$ cat config.mk
export PLATFORM = sky130hd
export DESIGN_NAME = cpu_status_flags_logic
export DESIGN_NICKNAME = d
export VERILOG_FILES = /design/src/verilog/flags_pkg.sv /design/src/verilog/cpu_status_flags_logic.sv
export VERILOG_INCLUDE_DIRS = /design/src /design/src/verilog
export SDC_FILE = /design/constraint.sdc
export NUM_CORES = 1
export LEC_CHECK = 0
export BUFFER_PORTS_ARGS = -buffer_cell sky130_fd_sc_hd__clkbuf_2
export CORE_MARGIN = 2
export CORE_UTILIZATION = 45
export CTS_BUF_LIST = sky130_fd_sc_hd__clkbuf_8 sky130_fd_sc_hd__clkbuf_16
export CTS_CLUSTER_SIZE = 14
export DETAILED_ROUTE_END_ITERATION = 12
export MAX_ROUTING_LAYER = met4
export PLACE_DENSITY_LB_ADDON = 0.2
export RECOVER_POWER = 25
export SKIP_CTS_REPAIR_TIMING = 1
export SLEW_MARGIN = 40
export SYNTH_ARGS = -nofsm -noshare
export SYNTH_HDL_FRONTEND = slang
export SYNTH_SLANG_ARGS = --single-unit
$ cat constraint.sdc
create_clock -name clock_i -period 4.5 [get_ports clock_i]
set_clock_uncertainty 0.1 [all_clocks]
set_input_delay 0.9 -clock clock_i [delete_from_list [all_inputs] [get_ports clock_i]]
set_output_delay 0.9 -clock clock_i [all_outputs]
set_load 0.01 [all_outputs]
$ cat src/verilog/flags_defines.svh
// Constants for the CPU condition-register logic: offset, bit positions,
// reset value. Included by the design file and the testbench.
`ifndef FLAGS_DEFINES_SVH
`define FLAGS_DEFINES_SVH
`define COND_REG_ADDR   8'hd5
`define FLAG_CARRY      7
`define FLAG_ZERO       6
`define FLAG_SIGN       5
`define FLAG_OVFL       4
`define FLAG_DEC        3
`define FLAG_HALF       2
`define FLAG_FAST       1
`define FLAG_BANK       0
`define COND_REG_RESET  8'h00
`endif

$ cat src/verilog/flags_pkg.sv
// Types shared by the condition-register logic: operation codes and the
// operation request carrier. Assumes the executor decodes opcodes itself.
package flags_pkg;
    typedef enum logic [4:0] {
        OP_NONE   = 5'h00, OP_ADD = 5'h01, OP_ADC = 5'h02, OP_SUB = 5'h03,
        OP_SBC    = 5'h04, OP_CP  = 5'h05, OP_AND = 5'h06, OP_OR  = 5'h07,
        OP_XOR    = 5'h08, OP_COM = 5'h09, OP_TM  = 5'h0a, OP_TCM = 5'h0b,
        OP_INC    = 5'h0c, OP_DEC = 5'h0d, OP_RL  = 5'h0e, OP_RLC = 5'h0f,
        OP_RR     = 5'h10, OP_RRC = 5'h11, OP_SRA = 5'h12,
        OP_DECIMAL_CORRECT = 5'h13, OP_CARRY_SET = 5'h14, OP_CARRY_CLEAR = 5'h15,
        OP_CARRY_INVERT = 5'h16, OP_SELECT_LOW = 5'h17, OP_SELECT_HIGH = 5'h18,
        OP_WORD_INC = 5'h19, OP_WORD_DEC = 5'h1a,
        OP_BITSET = 5'h1b, OP_BITCLR = 5'h1c, OP_BITINV = 5'h1d, OP_BITTST = 5'h1e
    } alu_op_t;

    typedef struct packed {
        logic         valid;
        alu_op_t      op;
        logic [7:0]   dst;
        logic [7:0]   src;
        logic [15:0]  word;
        logic [2:0]   bit_sel;
    } alu_req_t;

    typedef struct packed {
        logic         valid;
        logic [7:0]   result;
        logic [15:0]  word;
    } alu_rsp_t;

    typedef enum logic [2:0] {
        SVC_IDLE = 3'b001,
        SVC_FAST = 3'b010,
        SVC_RET  = 3'b100
    } svc_state_t;
endpackage

$ cat src/verilog/cpu_status_flags_logic.sv
// Condition-register and flag-producing datapath of an 8-bit CPU core.
// Assumes the executor presents one decoded operation per cycle on req_i,
// and raises fast-service entry/return strobes as one-cycle pulses.
// Notes on behaviour
// - Carry is the top condition bit, set on carry out or borrow into bit 7.
// - Shifts and rotates load carry with the last bit shifted out.
// - Dedicated ops set, clear or invert carry, leaving other bits alone.
// - Zero bit set when an arithmetic, logic, test, shift or rotate result is zero.
// - Sign bit copies the result MSB after arithmetic, logic, shift, rotate.
// - Overflow set when a signed result leaves the -128..+127 range.
// - Overflow cleared after every logic operation.
// - Decimal bit records add or subtract last; never a jump condition.
// - Half-carry set on carry out of bit 3 or borrow out of bit 4.
// - Decimal correct uses half-carry and op-type bit to make packed BCD.
// - Fast-service bit set on fast entry, cleared by the service return.
// - Fast-service bit inhibits interrupts; next return takes the fast path.
// - Group select bit picks bank 0 or 1; low op clears, high op sets.
// - Only carry, zero, sign, overflow feed conditional jump evaluation.
// - Direct register writes allowed; collision with flag update stores the AND of the write data and the new flags.
// - AND, OR, XOR, ADD, SUB all update the condition register.
// - Registers addressed by 8-bit address or 4-bit working number.
// - Two paired registers combine into one 16-bit value.
// - Bits numbered 7 down to 0; any bit settable, clearable, invertible, testable.
// - Word increment and decrement act on two-byte operands at once.
// - Fast entry saves flags to a shadow; fast return restores them.
`timescale 1ns/1ps
`include "flags_defines.svh"

module cpu_status_flags_logic (
    input  wire logic              clock_i,
    input  wire logic              rstn_i,
    input  wire flags_pkg::alu_req_t req_i,
    input  wire logic              reg_wr_i,
    input  wire logic [7:0]        reg_addr_i,
    input  wire logic [7:0]        reg_wdata_i,
    input  wire logic [3:0]        work_num_i,
    input  wire logic [4:0]        work_base_i,
    input  wire logic [7:0]        pair_hi_i,
    input  wire logic [7:0]        pair_lo_i,
    input  wire logic              fast_entry_i,
    input  wire logic              return_from_service_op_i,
    input  wire logic [3:0]        cond_code_i,
    output flags_pkg::alu_rsp_t    rsp_o,
    output logic [7:0]             cond_reg_o,
    output logic [7:0]             reg_sel_o,
    output logic [15:0]            pair_word_o,
    output logic                   cond_true_o,
    output logic                   int_inhibit_o,
    output logic                   fast_return_o
);
    import flags_pkg::*;

    // --------------------------------------------------------------
    // Combinational operation result and flag outcome
    // --------------------------------------------------------------
    logic [7:0]  cpu_condition_register;
    logic [7:0]  shadow;
    logic [7:0]  next_flags;
    logic [7:0]  res;
    logic [15:0] wres;
    logic        wr_res;
    logic [8:0]  sum9;
    logic [4:0]  nib5;
    logic [7:0]  da_adj;
    logic        da_carry;
    logic        cin;

    // Evaluate one operation and its flag effects
    always_comb begin
        next_flags = cpu_condition_register;
        res        = req_i.dst;
        wres       = req_i.word;
        wr_res     = 1'b0;
        sum9       = 9'h000;
        nib5       = 5'h00;
        da_adj     = 8'h00;
        da_carry   = 1'b0;
        cin        = cpu_condition_register[`FLAG_CARRY];
        case (req_i.op)
            OP_ADD, OP_ADC: begin
                sum9 = {1'b0, req_i.dst} + {1'b0, req_i.src}
                     + {8'h00, (req_i.op == OP_ADC) & cin};
                nib5 = {1'b0, req_i.dst[3:0]} + {1'b0, req_i.src[3:0]}
                     + {4'h0, (req_i.op == OP_ADC) & cin};
                res = sum9[7:0];
                wr_res = 1'b1;
                next_flags[`FLAG_CARRY] = sum9[8];
                next_flags[`FLAG_OVFL]  = (req_i.dst[7] == req_i.src[7])
                                        & (res[7] != req_i.dst[7]);
                next_flags[`FLAG_DEC]   = 1'b0;
                next_flags[`FLAG_HALF]  = nib5[4];
            end
            OP_SUB, OP_SBC, OP_CP: begin
                sum9 = {1'b0, req_i.dst} - {1'b0, req_i.src}
                     - {8'h00, (req_i.op == OP_SBC) & cin};
                nib5 = {1'b0, req_i.dst[3:0]} - {1'b0, req_i.src[3:0]}
                     - {4'h0, (req_i.op == OP_SBC) & cin};
                res = sum9[7:0];
                wr_res = (req_i.op != OP_CP);
                next_flags[`FLAG_CARRY] = sum9[8];
                next_flags[`FLAG_OVFL]  = (req_i.dst[7] != req_i.src[7])
                                        & (res[7] != req_i.dst[7]);
                next_flags[`FLAG_DEC]   = 1'b1;
                next_flags[`FLAG_HALF]  = nib5[4];
            end
            OP_INC, OP_DEC: begin
                res = (req_i.op == OP_INC) ? req_i.dst + 8'h01 : req_i.dst - 8'h01;
                wr_res = 1'b1;
                next_flags[`FLAG_OVFL] = (req_i.op == OP_INC) ? (req_i.dst == 8'h7f)
                                                              : (req_i.dst == 8'h80);
            end
            OP_AND, OP_OR, OP_XOR, OP_COM, OP_TM, OP_TCM: begin
                case (req_i.op)
                    OP_AND:  res = req_i.dst & req_i.src;
                    OP_OR:   res = req_i.dst | req_i.src;
                    OP_XOR:  res = req_i.dst ^ req_i.src;
                    OP_COM:  res = ~req_i.dst;
                    OP_TM:   res = req_i.dst & req_i.src;
                    default: res = ~req_i.dst & req_i.src;
                endcase
                wr_res = (req_i.op != OP_TM) && (req_i.op != OP_TCM);
                next_flags[`FLAG_OVFL] = 1'b0;
            end
            OP_RL, OP_RLC: begin
                res = {req_i.dst[6:0], (req_i.op == OP_RLC) ? cin : req_i.dst[7]};
                wr_res = 1'b1;
                next_flags[`FLAG_CARRY] = req_i.dst[7];
                next_flags[`FLAG_OVFL]  = res[7] ^ req_i.dst[7];
            end
            OP_RR, OP_RRC, OP_SRA: begin
                case (req_i.op)
                    OP_RR:   res = {req_i.dst[0], req_i.dst[7:1]};
                    OP_RRC:  res = {cin, req_i.dst[7:1]};
                    default: res = {req_i.dst[7], req_i.dst[7:1]};
                endcase
                wr_res = 1'b1;
                next_flags[`FLAG_CARRY] = req_i.dst[0];
                next_flags[`FLAG_OVFL]  = (req_i.op == OP_SRA) ? 1'b0
                                        : res[7] ^ req_i.dst[7];
            end
            OP_DECIMAL_CORRECT: begin
                // Correct the previous binary add or subtract into packed BCD
                if (cpu_condition_register[`FLAG_HALF] || (req_i.dst[3:0] > 4'h9)
                    && !cpu_condition_register[`FLAG_DEC])
                    da_adj[3:0] = 4'h6;
                if (cin || (req_i.dst > 8'h99) && !cpu_condition_register[`FLAG_DEC]) begin
                    da_adj[7:4] = 4'h6;
                    da_carry    = 1'b1;
                end
                res = cpu_condition_register[`FLAG_DEC] ? req_i.dst - da_adj
                                                        : req_i.dst + da_adj;
                wr_res = 1'b1;
                next_flags[`FLAG_CARRY] = da_carry;
            end
            OP_CARRY_SET:    next_flags[`FLAG_CARRY] = 1'b1;
            OP_CARRY_CLEAR:  next_flags[`FLAG_CARRY] = 1'b0;
            OP_CARRY_INVERT: next_flags[`FLAG_CARRY] = ~cin;
            OP_SELECT_LOW:   next_flags[`FLAG_BANK]  = 1'b0;
            OP_SELECT_HIGH:  next_flags[`FLAG_BANK]  = 1'b1;
            OP_WORD_INC: begin
                wres = req_i.word + 16'h0001;
                next_flags[`FLAG_OVFL] = (req_i.word == 16'h7fff);
            end
            OP_WORD_DEC: begin
                wres = req_i.word - 16'h0001;
                next_flags[`FLAG_OVFL] = (req_i.word == 16'h8000);
            end
            OP_BITSET: begin
                res = req_i.dst | (8'h01 << req_i.bit_sel);
                wr_res = 1'b1;
            end
            OP_BITCLR: begin
                res = req_i.dst & ~(8'h01 << req_i.bit_sel);
                wr_res = 1'b1;
            end
            OP_BITINV: begin
                res = req_i.dst ^ (8'h01 << req_i.bit_sel);
                wr_res = 1'b1;
            end
            OP_BITTST: begin
                res = req_i.dst & (8'h01 << req_i.bit_sel);
            end
            default: begin
                res = req_i.dst;
            end
        endcase
        // Zero and sign follow every result-producing operation except bit set, clear and invert; bit test updates zero only
        case (req_i.op)
            OP_NONE, OP_CARRY_SET, OP_CARRY_CLEAR, OP_CARRY_INVERT, OP_SELECT_LOW,
            OP_SELECT_HIGH, OP_BITSET, OP_BITCLR, OP_BITINV: begin
            end
            OP_WORD_INC, OP_WORD_DEC: begin
                next_flags[`FLAG_ZERO] = (wres == 16'h0000);
                next_flags[`FLAG_SIGN] = wres[15];
            end
            OP_BITTST: next_flags[`FLAG_ZERO] = (res == 8'h00);
            default: begin
                next_flags[`FLAG_ZERO] = (res == 8'h00);
                next_flags[`FLAG_SIGN] = res[7];
            end
        endcase
        if (!req_i.valid)
            next_flags = cpu_condition_register;
    end

    // --------------------------------------------------------------
    // Condition register, shadow and fast-service sequencing
    // --------------------------------------------------------------
    logic fast_ret_take;
    assign fast_ret_take = return_from_service_op_i
                         & cpu_condition_register[`FLAG_FAST];

    // Flag register update: fast entry, fast return, direct write (ANDed with any op result), op result
    always_ff @(posedge clock_i or negedge rstn_i) begin
        if (!rstn_i) begin
            cpu_condition_register <= `COND_REG_RESET;
        end else if (fast_entry_i) begin
            cpu_condition_register[`FLAG_FAST] <= 1'b1;
        end else if (fast_ret_take) begin
            cpu_condition_register <= {shadow[7:2], 1'b0, shadow[0]};
        end else if (reg_wr_i && reg_addr_i == `COND_REG_ADDR && req_i.valid) begin
            cpu_condition_register <= next_flags & reg_wdata_i;
        end else if (reg_wr_i && reg_addr_i == `COND_REG_ADDR) begin
            cpu_condition_register <= reg_wdata_i;
        end else begin
            cpu_condition_register <= next_flags;
        end
    end

    // Shadow copy of the flags taken at fast entry
    always_ff @(posedge clock_i or negedge rstn_i) begin
        if (!rstn_i)
            shadow <= `COND_REG_RESET;
        else if (fast_entry_i)
            shadow <= cpu_condition_register;
    end

    // Result register toward the register file
    always_ff @(posedge clock_i or negedge rstn_i) begin
        if (!rstn_i) begin
            rsp_o <= '0;
        end else begin
            rsp_o.valid  <= req_i.valid & wr_res;
            rsp_o.result <= res;
            rsp_o.word   <= wres;
        end
    end

    // --------------------------------------------------------------
    // Addressing and condition evaluation
    // --------------------------------------------------------------
    assign reg_sel_o     = (reg_addr_i[7:4] == 4'hc) ? {work_base_i[4:1], work_num_i}
                                                     : reg_addr_i;
    assign pair_word_o   = {pair_hi_i, pair_lo_i};
    assign cond_reg_o    = cpu_condition_register;
    assign int_inhibit_o = cpu_condition_register[`FLAG_FAST];
    assign fast_return_o = fast_ret_take;

    logic c_f, z_f, s_f, v_f;
    assign c_f = cpu_condition_register[`FLAG_CARRY];
    assign z_f = cpu_condition_register[`FLAG_ZERO];
    assign s_f = cpu_condition_register[`FLAG_SIGN];
    assign v_f = cpu_condition_register[`FLAG_OVFL];

    // Jump condition from the four upper flags only
    always_comb begin
        case (cond_code_i[2:0])
            3'h0:    cond_true_o = 1'b0;
            3'h1:    cond_true_o = s_f ^ v_f;
            3'h2:    cond_true_o = z_f | (s_f ^ v_f);
            3'h3:    cond_true_o = c_f | z_f;
            3'h4:    cond_true_o = v_f;
            3'h5:    cond_true_o = s_f;
            3'h6:    cond_true_o = z_f;
            default: cond_true_o = c_f;
        endcase
        if (cond_code_i[3])
            cond_true_o = ~cond_true_o;
    end

    // --------------------------------------------------------------
    // Assertions
    // --------------------------------------------------------------
    property p_add_carry;
        @(posedge clock_i) disable iff (!rstn_i)
        (req_i.valid && req_i.op == OP_ADD && !fast_entry_i && !fast_ret_take && !reg_wr_i)
        |=> cpu_condition_register[7] == $past(sum9[8]);
    endproperty
    a_add_carry: assert property (p_add_carry) else $error("carry wrong after add");

    property p_rot_carry;
        @(posedge clock_i) disable iff (!rstn_i)
        (req_i.valid && req_i.op == OP_RR && !fast_entry_i && !fast_ret_take && !reg_wr_i)
        |=> cpu_condition_register[7] == $past(req_i.dst[0]);
    endproperty
    a_rot_carry: assert property (p_rot_carry) else $error("carry wrong after rotate");

    property p_ccf;
        @(posedge clock_i) disable iff (!rstn_i)
        (req_i.valid && req_i.op == OP_CARRY_INVERT
         && !fast_entry_i && !fast_ret_take && !reg_wr_i)
        |=> cpu_condition_register == ($past(cpu_condition_register) ^ 8'h80);
    endproperty
    a_ccf: assert property (p_ccf) else $error("carry invert disturbed flags");

    property p_zero;
        @(posedge clock_i) disable iff (!rstn_i)
        (req_i.valid && req_i.op == OP_XOR && req_i.dst == req_i.src
         && !fast_entry_i && !fast_ret_take && !reg_wr_i)
        |=> cpu_condition_register[6] && !cpu_condition_register[5];
    endproperty
    a_zero: assert property (p_zero) else $error("zero flag missing");

    property p_logic_ovf;
        @(posedge clock_i) disable iff (!rstn_i)
        (req_i.valid && req_i.op == OP_AND && !fast_entry_i && !fast_ret_take && !reg_wr_i)
        |=> !cpu_condition_register[4];
    endproperty
    a_logic_ovf: assert property (p_logic_ovf) else $error("overflow not cleared");

    property p_sub_dec;
        @(posedge clock_i) disable iff (!rstn_i)
        (req_i.valid && req_i.op == OP_SUB && !fast_entry_i && !fast_ret_take && !reg_wr_i)
        |=> cpu_condition_register[3];
    endproperty
    a_sub_dec: assert property (p_sub_dec) else $error("op-type bit not set");

    property p_fast_inhibit;
        @(posedge clock_i) disable iff (!rstn_i)
        fast_entry_i |=> int_inhibit_o ##1 (int_inhibit_o || $past(fast_ret_take));
    endproperty
    a_fast_inhibit: assert property (p_fast_inhibit) else $error("fast entry not seen");

    property p_fast_restore;
        @(posedge clock_i) disable iff (!rstn_i)
        (fast_ret_take && !fast_entry_i)
        |=> (cpu_condition_register == {$past(shadow[7:2]), 1'b0, $past(shadow[0])});
    endproperty
    a_fast_restore: assert property (p_fast_restore) else $error("shadow not restored");

    property p_bank;
        @(posedge clock_i) disable iff (!rstn_i)
        (req_i.valid && req_i.op == OP_SELECT_HIGH
         && !fast_entry_i && !fast_ret_take && !reg_wr_i)
        |=> cpu_condition_register[0];
    endproperty
    a_bank: assert property (p_bank) else $error("bank bit not set");

endmodule // cpu_status_flags_logic

==> metrics.txt, run 1 <==
Slew headroom -45.30%; via/cell ratio ~6; critical path launch point type primary input; TritonCTS Sinks 40; share of cells above drive strength 1 approximately 30%; Antenna Nets Post-Route 0; Port Buf Inserts ~120; post-synthesis async set-or-reset flop share 100.0%; # fillers roughly 1200; sequential share of the synthesized area between 10% and 20%; Final Instance Area between 7000 and 8000 um2; Max-cap violations 1; Min-Delay Path Class reg -> reg; largest net degree at the start of global routing 41; Core Rows just over 40; top post-synthesis cells by area dfrtp_1, ha_1, nand2_1; Yosys warnings 0; slowest CP cell or4_4; PwrDens 233.7 nW/um2; Tcrit/Tclk final roughly 100%; Total GRT Usage about a third; vias in the first global route about 6500; Post-Syn Area roughly 6000 um2; WL/cell about 20 um; die area about 14000 um2; Worst setup EP type register; worst-path fanout max 4; Post-Syn Instances ~770; Synth top area share roughly 17%; end-of-flow core utilization between 50 and 60%; H-Tree Level Count 2; Largest stage delay, worst path slightly above 0.5 ns; Netlist cell types 84; GPL Wtd Cong slightly above 1; Synth Flop Type dfrtp_1; highest clock rate about 230 MHz; core area roughly 13000 um2; cell taking the most area after synthesis dfrtp_1; Slew Limit Fails 41; clk slew on worst S/H paths ~0.06 ns; Post-route DRC 0; final worst setup slack 0.06932 ns; number of flops mapped to enable cells by yosys 0; RSZ-0062 raised after global routing true; Detailed Routing Iterations Pass 1 6; wirelength, routed about 22 mm; Final Hold Viols 0; total congestion overflow 0; synthesized area per cell 7.562 um2; nets 1099; CTS root buf clkbuf_16; num ports 151; Post-DP HPWL around 18 mm; failing checks capacitance limit, slew limit; Longest Clk Path Bufs 2; Initial Util 46.20%; status finished with violations; TritonCTS clock tree built; first-pass GRT wire length around 35 mm; flops & latches, synth 40; die height 117.8 um; Leak 0.003440 uW; Starting DRT DRC Count 530; Setup-failing EPs final 0; worst-path cell chain clkbuf_2 > nor2_2 > nand2_2 > or3_1 > fa_2 > ha_1 > a211oi_2 > buf_4 > xor2_1 > nor2_1 > a311oi_1 > nand4_1 > o31a_1 > or4_4 > o31ai_4 > o221a_1; post-place setup slack -0.3792 ns; Post-DP Area roughly 7200 um2; Setup CP Type in -> reg; Crit path arrival time about 4.6 ns; P&R area growth vs syn 27.49%; Critical Path RT 4.62 ns; measured slew at the worst slew-check pin 2.180 ns; Die Wd between 100 and 150 um; maximum vdd drop roughly 0.00015 V; total power approximately 1700 uW; Tmin final between 4 and 5 ns; Inserted Clock Buffers 5; post-synth net total about 930; initial antenna violation count 0; # diodes 0; Fin Hold WS approximately 0.4 ns; clk_lat worst skew ~0.28 ns; Vias roughly 6700
==> report_power, final <==
group / switching, uW / total (uW) / internal (uW)
sequential: 49.4 / 473 / 424
clock: 155 / 418 / 264
combinational: 471 / 846 / 375
==> final timing paths <==
kind                                from       endpoint  slack [ns]  cells after the start
min                            shadow[2]      shadow[2]        0.40                      1
max reg2reg                cond_reg_o[7]  cond_reg_o[6]        0.42                     14
max in group asynchronous         rstn_i      rsp_o[15]        1.90                      1
min reg2reg                    shadow[2]      shadow[2]        0.40                      1
max                            req_i[35]  cond_reg_o[6]        0.07                     16
min in group asynchronous         rstn_i  cond_reg_o[0]        1.15                      1
==> stage by stage <==
stage                     TNS (ns)  cells
after floorplan           -0.01193    771
after global placement     -0.2838   1105
after detailed placement   -0.3792   1105
after CTS                 -0.09518   1113
after global routing      -0.04182   1115
final                            0   1115
==> cell families after synthesis <==
group | synth area share, %
simple gates | 23.09
fa+ha+maj | 14.94
mux | 2.382
flops | 17.17
xor+xnor | 6.910
compound gates | 26.95
buf+inv | 8.562
==> registers in the layout, summed over array words and instances (netlist names) <==
name,count
shadow,7
rsp_o,25
cond_reg_o,8
==> final cells by class <==
| cell class | count | area, um2 | share of cell area (%) |
|---|---|---|---|
| Clock buffer | 5 | 125.1 | 1.683 |
| Inverter | 47 | 176.4 | 2.373 |
| Timing Repair Buffer | 221 | 1385 | 18.63 |
| Tap cell | 172 | 215.2 | 2.895 |
| Sequential cell | 40 | 1001 | 13.47 |
| Multi-Input combinational cell | 627 | 4484 | 60.33 |
| Clock inverter | 3 | 46.29 | 0.6228 |
==> synth_stat cells (all sizes together) (4+ instances only) <==
cell	n
nor2b	7
o211ai	5
clkbuf	20
a31o	4
nor4	8
nand3b	9
o21a	11
buf	37
xnor2	31
o221ai	9
mux2	7
o21bai	6
ha	60
nand2	90
mux2i	6
nand4	12
nor2	54
a221oi	4
a31oi	14
a21o	8
fa	6
inv	46
or3	7
o22ai	7
dfrtp	40
a211oi	8
or2	4
nor3	16
xor2	15
o31ai	9
or3b	4
nand2b	12
a22oi	4
o21ai	44
and2	5
nand3	28
a21oi	55
==> cells in the final DEF, fill, tap and decap left out, types with 6 or more instances in the layout <==
| cell | count |
|---|---|
| xor2_1 | 15 |
| nor2b_1 | 7 |
| nor2_1 | 52 |
| o221ai_1 | 8 |
| o31ai_1 | 8 |
| inv_1 | 45 |
| dfrtp_1 | 40 |
| nand2b_1 | 11 |
| clkbuf_2 | 116 |
| nand4_1 | 12 |
| o21ai_0 | 40 |
| o22ai_1 | 6 |
| a31oi_1 | 14 |
| buf_4 | 101 |
| a21oi_1 | 52 |
| xnor2_1 | 31 |
| mux2_2 | 7 |
| nand3_1 | 28 |
| a21o_1 | 8 |
| nand2_1 | 87 |
| ha_1 | 56 |
| mux2i_1 | 6 |
| nor3_1 | 14 |
| o21bai_1 | 6 |
| nor4_1 | 7 |
| nand3b_1 | 9 |
| or3_1 | 7 |
| o21a_1 | 11 |
==> worst max-delay path, delay by kind of cell <==
kind,cells,cell delay [ns]
buf+inv,2,0.29
fa+ha+maj,2,0.67
simple gates,6,1.37
compound gates,5,1.18
xor+xnor,1,0.15
==> layer usage <==
metal	up-vias	global-route usage [%]	routed length, um
met3	46	5.766	1759
met1	3193	42.37	9450
met5	-	-	0
li1	3149	-	-
met4	0	8.133	524
met2	311	51.53	10070
Power figures use the tool's default switching activity.
==> run 2, diff against run 1 <==
--- a/config.mk
+++ b/config.mk
@@ -8,7 +8,7 @@
 export LEC_CHECK = 0
 export BUFFER_PORTS_ARGS = -buffer_cell sky130_fd_sc_hd__clkbuf_2
 export CORE_MARGIN = 2
-export CORE_UTILIZATION = 45
+export CORE_UTILIZATION = 55
 export CTS_BUF_LIST = sky130_fd_sc_hd__clkbuf_8 sky130_fd_sc_hd__clkbuf_16
 export CTS_CLUSTER_SIZE = 14
 export DETAILED_ROUTE_END_ITERATION = 12
==> run 2 against run 1 <==
Against the previous run:
- the flow now finishes without violations
- register-to-register slack worse by 0.04 ns
- wire length decreased by 1.1%
- fmax shrank 0.89%
- cell area is 0.91% lower
- die area fell by 18%
- sequential share of layout area increased by 0.12 points
- critical endpoint unchanged
- largest cell class unchanged
- highest routed layer unchanged
==> metrics.txt, run 2 (same netlist as run 1, synthesis figures left out) <==
RSZ-0062 raised after global routing true; Internal Power 976.0 uW (-8.1%); Worst setup EP type register; Leak 0.003418 uW (-0.64%); Port Buf Inserts 117 (unchanged); Post-DP HPWL 17.10 mm (-2.8%); P_sw 664.5 uW (-1.6%); critical path launch point type primary input; TritonCTS Sinks 40 (unchanged); max FFs per register 25 (unchanged); Comb power frac 51.3% (+2.6 points); Core Rows 37 (-9.8%); Clk network pwr share 19.6% (-4.5 points); measured slew at the worst slew-check pin 1.418 ns (-0.7615 ns); Post-DP Area 7048 um2 (-1.9%); most used cell, CP buf_4; total congestion overflow 0 (unchanged); Slew Limit Fails 0 (-100%); vias in the first global route 6384 (-1.8%); nets 1097 (-0.18%); status complete, no violations; Reg power frac 29.1% (+1.8 points); Detailed Routing Iterations Pass 1 6 (unchanged); Initial Util 56.48% (+10 points); Setup-failing EPs final 0 (unchanged); die area 11440 um2 (-18%); Longest Clk Path Bufs 2 (unchanged); Largest stage delay, worst path 0.57 ns (+0.06 ns); most common cell after layout, fill and taps aside clkbuf_2; Worst R2R Setup Slack 0.38 ns (-0.04 ns); Tmin final 4.470 ns (+0.03969 ns); initial antenna violation count 0 (unchanged); Tcrit/Tclk final 99.34% (+0.88 points); H-Tree Level Count 2 (unchanged); CTS root buf clkbuf_8; clk slew on worst S/H paths 0.09 ns (+0.03 ns); largest net degree at the start of global routing 31 (-24%); WL/cell 20.03 um (+2.4%); Setup CP Type in -> reg; Critical Path RT 4.64 ns (+0.02 ns); Total GRT Usage 38.57% (+6.3 points); P&R area growth vs syn 26.33%; Vias 6860 (+2.4%); Antenna Nets Post-Route 0 (unchanged); die height 107.0 um (-9.2%); Final Instance Area 7366 um2 (-0.91%); setup TNS after final layout 0 ns (unchanged); # fillers 842 (-31%); core area 10320 um2 (-18%); Inserted Clock Buffers 5 (unchanged); Max-cap violations 0 (-1); Post-route DRC 0 (unchanged); maximum vdd drop 0.0001813 V (+21%); Biggest register rsp_o; Min-Delay Path Class reg -> reg; Crit path arrival time 4.61 ns (+0.06 ns); Switching Fraction 40.51% (+1.7 points); via/cell ratio 6.370 (+6.0%); TritonCTS clock tree built; num ports 151 (unchanged); Die Wd 107.0 um (-9.2%); highest clock rate 223.7 MHz (-0.89%); wirelength, routed 21.57 mm (-1.1%); most frequent cells in the layout clkbuf_2, buf_4, nand2_1; worst-path fanout max 3 (-1); clk_lat worst skew 0.29 ns (about the same); PwrDens 222.7 nW/um2 (-4.7%); first-pass GRT wire length 33.71 mm (-3.6%); GPL Wtd Cong 1.032 (+2.0%); Starting DRT DRC Count 991 (+87%); worst-path cell chain buf_4 > nor2_4 > nand2_2 > or3_4 > fa_2 > ha_4 > a211oi_2 > buf_4 > buf_4 > o21ai_1 > buf_4 > a21oi_1 > o21ai_0 > nand4_1 > a221o_1 > or4_4 > o31ai_4 > o221a_1; Fin Hold WS 0.4126 ns (+0.01406 ns); Slew headroom 5.461% (+51 points); slowest CP cell or4_4; # diodes 0 (unchanged); share of cells above drive strength 1 30.07% (+0.49 points); Final Hold Viols 0 (unchanged)
## run 2: per-layer routing
metal / vias up / share of wire (%) / global-route usage [%]
met4: 0 / 3.4 / 11.87
met3: 67 / 12 / 9.362
met1: 3205 / 41 / 51.82
met2: 447 / 44 / 57.60
met5: - / 0 / -
li1: 3141 / - / -
## run 2: power groups by stage
stage / combinational, uW / sequential (uW) / clock, uW
6_report: 842 / 478 / 321
5_1_grt: 914 / 482 / 338
4_1_cts: 793 / 474 / 324
3_5_place_dp: 788 / 481 / 0
3_3_place_gp: 762 / 475 / 0
2_1_floorplan: 465 / 485 / 0
## run 2: path summary, 6_finish.rpt
path	start	end	cells after the start
setup / recovery	req_i[35]	cond_reg_o[6]	18
hold reg to reg	shadow[4]	shadow[4]	1
setup reg to reg	cond_reg_o[7]	cond_reg_o[6]	16
min in group asynchronous	rstn_i	rsp_o[18]	1
hold / removal	shadow[4]	shadow[4]	1
max in group asynchronous	rstn_i	rsp_o[24]	2
## run 2: worst max-delay path: cells and delay by family
kind                       cells  cell delay [ns]
and+or+nand+nor                5             1.25
AOI/OAI and AO/OA              7             1.19
adders and majority gates      2             0.71
buffers and inverters          4             0.56
## run 2: cell type report
type | instances | area, um2 | share of cell area (%)
Multi-Input combinational cell | 627 | 4524 | 61.42
Timing Repair Buffer | 219 | 1373 | 18.63
Sequential cell | 40 | 1001 | 13.59
Inverter | 47 | 176.4 | 2.395
Tap cell | 136 | 170.2 | 2.310
Clock buffer | 6 | 82.58 | 1.121
Clock inverter | 2 | 38.79 | 0.5266
## run 2: through the flow
stage | utilization (%) | total power (uW) | worst slack (ns) | instances
floorplan | - | 950.1 | -0.01193 | 771
global placement | 68.22 | 1237 | -0.2003 | 1058
detailed placement | 68.27 | 1269 | -0.3134 | 1058
CTS | 69.45 | 1591 | -0.01262 | 1066
global route | 71.35 | 1734 | -0.05144 | 1077
finish | 71.35 | 1640 | 0.02963 | 1077
